===== src/inc/codec_frame_consts.svh =====
`ifndef CODEC_FRAME_CONSTS_SVH
`define CODEC_FRAME_CONSTS_SVH

// Register addresses in the control word
`define REG_MODE 3'h0
`define REG_CLK_ECHO 3'h1
`define REG_POWER 3'h2
`define REG_GAIN 3'h3
`define REG_DAC_TIMING 3'h4
`define REG_RESET_VAL 8'h00

// Control word layout
`define CW_CONTROL 15
`define CW_READ 14
`define CW_DEV_HI 13
`define CW_DEV_LO 11
`define CW_REG_HI 10
`define CW_REG_LO 8
`define CW_DATA_HI 7
`define CW_DATA_LO 0
`define DEV_ADDR_SELF 3'h0
`define DEV_ADDR_STEP 3'h1
`define WORD_ZERO 16'h0000

// Mode control register
`define MODE_DATA_SEL 0
`define MODE_MIXED 1
`define MODE_DC_HI 6
`define MODE_DC_LO 4
`define MODE_SW_RESET 7

// Clock and echo configuration register
`define CE_SCD_HI 3
`define CE_SCD_LO 2
`define CE_MCD_HI 6
`define CE_MCD_LO 4
`define CE_ECHO 7

// Power control register
`define PW_GLOBAL 0
`define PW_ADC 3
`define PW_DAC 4
`define PW_REF 5
`define PW_REFOUT 6
`define PW_HIGH_SUPPLY 7

// Gain and mute register
`define GN_IGS_HI 2
`define GN_IGS_LO 0
`define GN_MOD_RESET 3
`define GN_OGS_HI 6
`define GN_OGS_LO 4
`define GN_MUTE 7

// DAC timing register
`define DT_ADV_HI 4
`define DT_ADV_LO 0
`define DT_BYPASS 5

// Timing, in divided master clocks
`define FS_SLOW_DMCLKS 12'h800
`define FS_FAST_DMCLKS 12'h100
`define SWRESET_DMCLKS 3'h4
`define SCLK_DIV_AT_ZERO 4'h8

`endif


===== src/inc/codec_frame_pkg.sv =====
package codec_frame_pkg;

  typedef enum logic [1:0] {
    ST_PROGRAM = 2'b00,
    ST_DATA = 2'b01,
    ST_SW_RESET = 2'b10
  } mode_t;

  typedef struct packed {
    mode_t mode;
    logic [7:0] mode_ctrl;
    logic [7:0] clk_echo;
    logic [7:0] power;
    logic [7:0] gain;
    logic [7:0] dac_timing;
    logic rate_fast;
    logic [11:0] fs_cnt;
    logic ofs;
    logic [15:0] out_word;
    logic out_pend;
    logic [15:0] tx_word;
    logic [2:0] ifs_cnt;
    logic [15:0] dac_data;
    logic dac_load;
    logic [2:0] rst_cnt;
  } ctrl_state_t;

  typedef struct packed {
    logic [2:0] m_cnt;
    logic [3:0] s_cnt;
    logic dm_tick;
    logic s_tick;
  } div_state_t;

endpackage


===== src/logic/rate_ticks.sv =====
`timescale 1ns/1ns
`include "codec_frame_consts.svh"

module rate_ticks
  import codec_frame_pkg::*;
(
  // Clock and reset
  input wire logic clk,
  input wire logic resetn,
  input wire logic clk_en,
  // Divider settings
  input wire logic [2:0] master_clock_divider,
  input wire logic [1:0] serial_clock_divider,
  // Ticks
  output logic divided_master_clock_tick,
  output logic sclk_tick
);

  div_state_t s_q;
  div_state_t s_d;

  // Serial clock runs at divided_master_clock/8 for code 0, doubling per code step
  function automatic logic [3:0] sclk_period(input logic [1:0] code);
    sclk_period = `SCLK_DIV_AT_ZERO >> code;
  endfunction

  always_comb begin
    s_d = s_q;
    s_d.dm_tick = 1'b0;
    s_d.s_tick = 1'b0;
    if (s_q.m_cnt >= master_clock_divider) begin
      s_d.m_cnt = 3'h0;
      s_d.dm_tick = 1'b1;
      if (s_q.s_cnt >= sclk_period(serial_clock_divider) - 4'h1) begin
        s_d.s_cnt = 4'h0;
        s_d.s_tick = 1'b1;
      end else begin
        s_d.s_cnt = s_q.s_cnt + 4'h1;
      end
    end else begin
      s_d.m_cnt = s_q.m_cnt + 3'h1;
    end
  end

  always_ff @(posedge clk or negedge resetn) begin
    if (!resetn) begin
      s_q <= '0;
    end else if (clk_en) begin
      s_q <= s_d;
    end
  end

  assign divided_master_clock_tick = s_q.dm_tick;
  assign sclk_tick = s_q.s_tick;

endmodule


===== src/logic/codec_frame_ctrl.sv =====
`timescale 1ns/1ns
`include "codec_frame_consts.svh"

//////////////////////////////////////////////////////////////////////////////
// How it works
// - Serial and master clock dividers in clock register
// - Clock register bit 7 enables control echo
// - Global power bit powers every section
// - Individual ADC, DAC, reference power bits
// - Reference output enable and high supply mode
// - Input and output gain select fields
// - Modulator reset and output mute bits
// - Five-bit DAC advance value
// - Interpolator bypass bit
// - Program mode treats frames as control words
// - Accept control word only at address zero
// - Nonzero address decremented and forwarded out
// - Output frame sync once serial enable active
// - Frame sync every 2048, then 256 dmclks
// - Program mode output words carry no samples
// - Data select set, mixed clear enters data
// - Data mode loads DAC at device count
// - Data mode ignores control until hardware reset
// - Bit 15 marks control, bit 14 read-back
// - Register select and eight-bit data fields
// - Device count from mode register bits 4-6
// - Resets clear registers within four dmclks
//////////////////////////////////////////////////////////////////////////////

module codec_frame_ctrl
  import codec_frame_pkg::*;
#(
  parameter logic [11:0] FS_SLOW_PERIOD = `FS_SLOW_DMCLKS,
  parameter logic [11:0] FS_FAST_PERIOD = `FS_FAST_DMCLKS
) (
  // Clock and reset
  input wire logic REF_CLK,
  input wire logic RESETN,
  input wire logic CLK_EN,
  // Serial link, frame level
  input wire logic SERIAL_ENABLE_PIN,
  input wire logic INPUT_FRAME_SYNC,
  input wire logic [15:0] RX_WORD,
  output logic OUTPUT_FRAME_SYNC,
  output logic [15:0] TX_WORD,
  output logic SERIAL_CLOCK_TICK,
  output logic DIVIDED_MASTER_CLOCK_TICK,
  // Converter side
  input wire logic [15:0] ADC_SAMPLE,
  output logic [15:0] DAC_DATA,
  output logic DAC_LOAD,
  output logic DATA_MODE,
  output logic SOFT_RESET_BUSY,
  // Clock and echo settings
  output logic [1:0] SERIAL_CLOCK_DIVIDER,
  output logic [2:0] MASTER_CLOCK_DIVIDER,
  output logic CONTROL_ECHO_ENABLE,
  // Power settings
  output logic ADC_POWER_ON,
  output logic DAC_POWER_ON,
  output logic REFERENCE_POWER_ON,
  output logic REFERENCE_OUTPUT_USE,
  output logic HIGH_SUPPLY_MODE,
  // Gain and timing settings
  output logic [2:0] INPUT_GAIN_SELECT,
  output logic [2:0] OUTPUT_GAIN_SELECT,
  output logic MODULATOR_RESET,
  output logic OUTPUT_MUTE,
  output logic [4:0] DAC_ADVANCE,
  output logic INTERPOLATOR_BYPASS
);

  ctrl_state_t s_q;
  ctrl_state_t s_d;
  logic dm_tick;
  logic s_tick;

  //////////////////////////////////////////////////////////////////////////////

  // Section powered by its own bit or by the global override
  function automatic logic section_on(input logic [7:0] pwr, input int unsigned pos);
    section_on = pwr[`PW_GLOBAL] | pwr[pos];
  endfunction

  // Control word with its device address stepped down by one
  function automatic logic [15:0] step_address(input logic [15:0] w);
    logic [15:0] r;
    r = w;
    r[`CW_DEV_HI:`CW_DEV_LO] = w[`CW_DEV_HI:`CW_DEV_LO] - `DEV_ADDR_STEP;
    step_address = r;
  endfunction

  // Register contents for a read-back, zero for unused addresses
  function automatic logic [7:0] read_reg(input ctrl_state_t st, input logic [2:0] a);
    case (a)
      `REG_MODE: read_reg = st.mode_ctrl;
      `REG_CLK_ECHO: read_reg = st.clk_echo;
      `REG_POWER: read_reg = st.power;
      `REG_GAIN: read_reg = st.gain;
      `REG_DAC_TIMING: read_reg = st.dac_timing;
      default: read_reg = `REG_RESET_VAL;
    endcase
  endfunction

  //////////////////////////////////////////////////////////////////////////////

  rate_ticks u_ticks (
    .clk(REF_CLK),
    .resetn(RESETN),
    .clk_en(CLK_EN),
    .master_clock_divider(s_q.clk_echo[`CE_MCD_HI:`CE_MCD_LO]),
    .serial_clock_divider(s_q.clk_echo[`CE_SCD_HI:`CE_SCD_LO]),
    .divided_master_clock_tick(dm_tick),
    .sclk_tick(s_tick)
  );

  //////////////////////////////////////////////////////////////////////////////

  always_comb begin
    logic [2:0] dev;
    logic [2:0] ra;
    logic [7:0] val;
    logic [2:0] dc;
    logic [3:0] next_cnt;
    dev = RX_WORD[`CW_DEV_HI:`CW_DEV_LO];
    ra = RX_WORD[`CW_REG_HI:`CW_REG_LO];
    val = RX_WORD[`CW_DATA_HI:`CW_DATA_LO];
    dc = s_q.mode_ctrl[`MODE_DC_HI:`MODE_DC_LO];
    next_cnt = {1'b0, s_q.ifs_cnt} + 4'h1;
    s_d = s_q;
    s_d.ofs = 1'b0;
    s_d.dac_load = 1'b0;

    if (SERIAL_ENABLE_PIN && dm_tick) begin
      if (s_q.fs_cnt == 12'h000) begin
        s_d.ofs = 1'b1;
        // slow rate until clock register written
        s_d.fs_cnt = (s_q.rate_fast ? FS_FAST_PERIOD : FS_SLOW_PERIOD) - 12'h001;
      end else begin
        s_d.fs_cnt = s_q.fs_cnt - 12'h001;
      end
    end

    // Output word leaves at each frame sync; a pending word goes first
    if (s_d.ofs) begin
      s_d.out_pend = 1'b0;
      s_d.ifs_cnt = 3'h0;
      if (s_q.out_pend) begin
        s_d.tx_word = s_q.out_word;
      end else if (s_q.mode == ST_DATA) begin
        s_d.tx_word = ADC_SAMPLE;
      end else begin
        s_d.tx_word = `WORD_ZERO;
      end
    end

    case (s_q.mode)
      ST_PROGRAM: begin
        if (INPUT_FRAME_SYNC && RX_WORD[`CW_CONTROL]) begin
          if (dev != `DEV_ADDR_SELF) begin
            s_d.out_word = step_address(RX_WORD);
            s_d.out_pend = 1'b1;
          end else if (RX_WORD[`CW_READ]) begin
            s_d.out_word = {RX_WORD[15:8], read_reg(s_q, ra)};
            s_d.out_pend = 1'b1;
          end else begin
            if (s_q.clk_echo[`CE_ECHO]) begin
              s_d.out_word = RX_WORD;
              s_d.out_pend = 1'b1;
            end
            case (ra)
              `REG_MODE: begin
                if (val[`MODE_SW_RESET]) begin
                  s_d.mode = ST_SW_RESET;
                  s_d.rst_cnt = 3'h0;
                end else begin
                  s_d.mode_ctrl = val;
                  if (val[`MODE_DATA_SEL] && !val[`MODE_MIXED]) begin
                    s_d.mode = ST_DATA;
                  end
                end
              end
              `REG_CLK_ECHO: begin
                s_d.clk_echo = val;
                s_d.rate_fast = 1'b1;
              end
              `REG_POWER: begin
                s_d.power = val;
              end
              `REG_GAIN: begin
                s_d.gain = val;
              end
              `REG_DAC_TIMING: begin
                s_d.dac_timing = val;
              end
              default: begin
              end
            endcase
          end
        end
      end
      ST_DATA: begin
        if (INPUT_FRAME_SYNC) begin
          s_d.ifs_cnt = next_cnt[2:0];
          // A zero count stands for a lone codec
          if (next_cnt == {1'b0, (dc == 3'h0) ? 3'h1 : dc}) begin
            s_d.dac_data = RX_WORD;
            s_d.dac_load = 1'b1;
          end
        end
      end
      ST_SW_RESET: begin
        if (dm_tick) begin
          if (s_q.rst_cnt == `SWRESET_DMCLKS - 3'h1) begin
            s_d.mode = ST_PROGRAM;
          end else begin
            s_d.rst_cnt = s_q.rst_cnt + 3'h1;
          end
        end
      end
      default: begin
        s_d.mode = ST_PROGRAM;
      end
    endcase

    // registers read zero from the first busy cycle
    // Clearing on entry too, so no stale setting survives into the busy window
    if (s_d.mode == ST_SW_RESET) begin
      s_d.mode_ctrl = `REG_RESET_VAL;
      s_d.clk_echo = `REG_RESET_VAL;
      s_d.power = `REG_RESET_VAL;
      s_d.gain = `REG_RESET_VAL;
      s_d.dac_timing = `REG_RESET_VAL;
      s_d.rate_fast = 1'b0;
      s_d.out_pend = 1'b0;
    end
  end

  //////////////////////////////////////////////////////////////////////////////

  // hardware reset clears everything at once
  always_ff @(posedge REF_CLK or negedge RESETN) begin
    if (!RESETN) begin
      s_q <= '0;
    end else if (CLK_EN) begin
      s_q <= s_d;
    end
  end

  //////////////////////////////////////////////////////////////////////////////

  // Link and converter outputs
  assign OUTPUT_FRAME_SYNC = s_q.ofs;
  assign TX_WORD = s_q.tx_word;
  assign SERIAL_CLOCK_TICK = s_tick;
  assign DIVIDED_MASTER_CLOCK_TICK = dm_tick;
  assign DAC_DATA = s_q.dac_data;
  assign DAC_LOAD = s_q.dac_load;
  assign DATA_MODE = (s_q.mode == ST_DATA);
  assign SOFT_RESET_BUSY = (s_q.mode == ST_SW_RESET);

  assign SERIAL_CLOCK_DIVIDER = s_q.clk_echo[`CE_SCD_HI:`CE_SCD_LO];
  assign MASTER_CLOCK_DIVIDER = s_q.clk_echo[`CE_MCD_HI:`CE_MCD_LO];
  assign CONTROL_ECHO_ENABLE = s_q.clk_echo[`CE_ECHO];

  assign ADC_POWER_ON = section_on(s_q.power, `PW_ADC);
  assign DAC_POWER_ON = section_on(s_q.power, `PW_DAC);
  assign REFERENCE_POWER_ON = section_on(s_q.power, `PW_REF);
  assign REFERENCE_OUTPUT_USE = s_q.power[`PW_REFOUT];
  assign HIGH_SUPPLY_MODE = s_q.power[`PW_HIGH_SUPPLY];

  assign INPUT_GAIN_SELECT = s_q.gain[`GN_IGS_HI:`GN_IGS_LO];
  assign OUTPUT_GAIN_SELECT = s_q.gain[`GN_OGS_HI:`GN_OGS_LO];
  assign MODULATOR_RESET = s_q.gain[`GN_MOD_RESET];
  assign OUTPUT_MUTE = s_q.gain[`GN_MUTE];

  assign DAC_ADVANCE = s_q.dac_timing[`DT_ADV_HI:`DT_ADV_LO];
  assign INTERPOLATOR_BYPASS = s_q.dac_timing[`DT_BYPASS];

endmodule


===== config.mk =====
export PLATFORM = sky130hd
export DESIGN_NAME = codec_frame_ctrl
export DESIGN_NICKNAME = d
export VERILOG_FILES = /design/src/inc/codec_frame_pkg.sv /design/src/logic/rate_ticks.sv /design/src/logic/codec_frame_ctrl.sv
export VERILOG_INCLUDE_DIRS = /design/src /design/src/inc
export SDC_FILE = /design/constraint.sdc
export NUM_CORES = 1
export LEC_CHECK = 0
export BUFFER_PORTS_ARGS = -buffer_cell sky130_fd_sc_hd__buf_2
export CORE_MARGIN = 1.5
export CORE_UTILIZATION = 50
export DETAILED_ROUTE_END_ITERATION = 6
export PLACE_DENSITY_LB_ADDON = 0.25
export SLEW_MARGIN = 5
export SYNTH_ARGS = -nofsm -noshare
export SYNTH_HDL_FRONTEND = slang
export SYNTH_SLANG_ARGS = --single-unit

===== constraint.sdc =====
create_clock -name REF_CLK -period 1.99 [get_ports REF_CLK]
set_input_delay 0.199 -clock REF_CLK [delete_from_list [all_inputs] [get_ports REF_CLK]]
set_output_delay 0.199 -clock REF_CLK [all_outputs]
set_load 0.01 [all_outputs]

==> flow_summary_export.csv <==
group,metric,value,unit
sta,hold_violations,0,
die,initial_core_util,51.29,%
pwr,p_per_area,1101,nW/um2
die,rows,40,
clock_network,clk_pin_slew_worst_paths,0.05,ns
clock_network,cts_tree,"built",
clock_network,cts_root_buf,"clkbuf_16",
die,die_x,114.2,um
route,remaining_drc_errors,0,
clock_network,ctsLongestPathBuffers,2,
grt,grt_max_degree,100,
sta,setup_viol_count_final,0,
route,vias,4889,
die,die_h,114.2,um
placement,gp_congestion,0.9183,
pwr,p_leak,3.659,nW
synth,yosysSeqAreaShare,48.54,%
route,first_pass_iters,5,
sta,holdWs,0.02056,ns
route,vias_per_cell,5.420,
grt,grt_pass1_wl,24.25,mm
synth,synth_cell_types,60,
synth,ys.flop_type,"dfrtp_1",
synth,yosys.area.top_type_share,48.54,%
sta,max_slew.worst_pin.slew,0.5239,ns
synth,avgSynthCellArea,9.681,um2
worst_setup_path,crit_type,"flop to flop",
clock_network,clock-sinks,120,
die,io_pins,100,
synth,syn-num-nets,690,
route,wl_per_cell,16.63,um
synth,ys_top_cells_by_area,"dfrtp_1, nand2_1, buf_4",
sta,drv_slew,0,
job,cap_viol_max_count,0,
worst_setup_path,slowest_stage,"dfrtp_1",
synth,syn_area,6186,um2
grt,antenna_found_initial,1,
sta,fmax,0.5243,GHz
synth,synth_edf_count,0,
synth,postSynthCellCount,639,
route,initialDrtViolationCount,381,
sta,grt_setup_unrepaired,"true",
sta,timing.final.crit_share,95.84,%
pwr,peakVddDrop,0.6737,mV
clock_network,cts_made_buffers,17,
run_status,outcome,"completed",
die,dieArea,13050,um2
synth,synth_seq_cells,120,
worst_setup_path,cp.arrival,2.21,ns
synth,yosysWarningCount,0,
synth,synth_most_common_cell,"dfrtp_1",
route,ant_nets,0,
synth,async_reset_ff_share,100.0,%
worst_setup_path,path_max_fanout,8,
worst_hold_path,hold_class,"input pin to flop",
placement,hpwl,10.58,mm
finish,utilization,61.56,%
synth,synth_top_area_cell,"dfrtp_1",
worst_setup_path,cp_slowest_stage_delay,0.39,ns
worst_setup_path,cp.required,2.29,ns
finish,n_fill_cell,1001,
finish,drive_gt1_share,27.56,%
sta,final.min_clock_period,1.907,ns
clock_network,worstSkewPairLatency,0.42,ns
finish,syn_to_final_growth,20.02,%
finish,seqCellArea,3003,um2
worst_setup_path,crit_path_end_kind,"flop",
grt,first_global_vias,4745,
finish,nets,771,
route,totalWireLength,15.00,mm
placement,port_buffers,99,
sta,relSlewSlack,65.07,%
die,core,12060,um2
grt,track_usage,24.50,%
grt,overflow,0,
sta,clock_skew,0.005950,ns
clock_network,cts-htree-levels,4,
synth,synth_common_cells,"dfrtp_1, nand2_1, o21ai_0",
worst_setup_path,cp_cell_sequence,"ha_1 -> xnor2_1 -> a32oi_1 -> o2111ai_4 -> buf_4 -> mux2_2",
finish,multi_input_area,2633,um2
worst_setup_path,cp-start-kind,"flop",
## kinds of logic (layout without fill, tap and decap cells)
family	count (synthesis)	after routing	share of synthesized area, %
adder cells (fa/ha/maj)	14	14	2.832
buffers and inverters	96	190	9.021
flip-flops	120	120	48.54
AO/OA/AOI/OAI	156	156	15.25
multiplexers	37	37	6.634
XOR/XNOR	13	13	1.841
AND/OR/NAND/NOR	203	203	15.88
other	0	1	0
## worst max-delay path: cells and delay by family (launching register included)
| family | cells | cell delay, ns |
|---|---|---|
| mux | 1 | 0.35 |
| xor+xnor | 1 | 0.31 |
| fa+ha+maj | 1 | 0.24 |
| buf+inv | 1 | 0.22 |
| compound gates | 2 | 0.27 |
| flops | 1 | 0.39 |
## cells in the final DEF (no fill, tap or decap), drive strengths merged, types with 2 or more instances in the layout
cell type and count:
nor2b 7, o21ai 80, a31oi 2, clkinvlp 3
o21bai 2, xnor2 5, nand2b 4, inv 19
a211oi 2, or2 6, o211ai 6, and3 2
or4 3, nor4 8, dfrtp 120, nor2 38
o2bb2ai 2, a22o 12, clkbuf 20, a21oi 31
or3b 2, o21a 2, nand3 8, clkinv 4
nor3b 3, bufinv 5, buf 138, nand2 109
mux2 22, nor3 7, ha 14, mux2i 14
a22oi 6, xor2 8
## repair_timing
item                       CTS  global route
buffers inserted             2             0
hold buffers                 1             0
gates resized for setup      0             5
gates cloned                 0             0
setup endpoints to repair   16            15
hold endpoints to repair    21             0
pin swaps                    1             0
## final timing paths
path	endpoint	start	depth (start not counted)	slack, ns
setup / recovery	DAC_DATA[6]$_DFFE_PN0P_	s_q[20]$_DFFE_PN0P_	6	0.08
hold / removal	DAC_DATA[11]$_DFFE_PN0P_	RX_WORD[11]	2	0.02
setup reg to reg	DAC_DATA[6]$_DFFE_PN0P_	s_q[20]$_DFFE_PN0P_	6	0.08
hold reg to reg	TX_WORD[9]$_DFFE_PN0P_	TX_WORD[9]$_DFFE_PN0P_	2	0.47
max in group asynchronous	OUTPUT_GAIN_SELECT[2]$_DFFE_PN0P_	RESETN	3	0.97
min in group asynchronous	s_q[63]$_DFFE_PN0P_	RESETN	2	0.21
## per-stage QoR
stage	setup TNS [ns]	total power, mW	instance area (um2)	setup slack, ns	instances
final	0	8.176	7425	0.08271	902
after global routing	-0.3608	8.601	7425	-0.07171	902
after CTS	0	8.219	7411	0.03911	901
after detailed placement	-0.5711	4.778	6710	-0.06213	866
after global placement	0	4.711	6710	0.005305	866
after floorplan	0	4.166	6186	0.07549	639
## registers in the layout, indices dropped and copies added, names as in the netlist
signal                             cells
CONTROL_ECHO_ENABLE                    1
DAC_ADVANCE                            5
DAC_DATA                              16
DAC_LOAD                               1
HIGH_SUPPLY_MODE                       1
INPUT_GAIN_SELECT                      3
INTERPOLATOR_BYPASS                    1
MASTER_CLOCK_DIVIDER                   3
MODULATOR_RESET                        1
OUTPUT_FRAME_SYNC                      1
OUTPUT_GAIN_SELECT                     3
OUTPUT_MUTE                            1
REFERENCE_OUTPUT_USE                   1
SERIAL_CLOCK_DIVIDER                   2
TX_WORD                               16
s_q                                   55
u_ticks.divided_master_clock_tick      1
u_ticks.s_q                            7
u_ticks.sclk_tick                      1
## per-layer routing
layer | track usage, % | part of all wire, % | up-vias
li1 | - | - | 2342
met1 | 31.75 | 44 | 2367
met2 | 39.04 | 48 | 154
met3 | 6.511 | 5.6 | 26
met4 | 10.42 | 2.5 | 0
met5 | 0 | 0 | -
## layout make-up
| type | instances | share of cell area [%] |
|---|---|---|
| flip-flops and latches | 120 | 40.44 |
| multi-input cells | 423 | 35.46 |
| repair buffers | 139 | 11.34 |
| clock buffers | 20 | 6.286 |
| well taps | 168 | 2.831 |
| clock inverters | 12 | 2.646 |
| inverters | 19 | 0.9606 |
| diodes | 1 | 0.03370 |
## power breakdown
group | switching (mW) | internal, mW | total, mW | leakage [nW]
clock | 1.10 | 2.31 | 3.41 | 0.318
combinational | 0.906 | 0.691 | 1.60 | 1.73
sequential | 0.334 | 2.83 | 3.17 | 1.61
total | 2.34 | 5.84 | 8.18 | 3.66
Note: power is estimated with default switching activity, not from simulation.
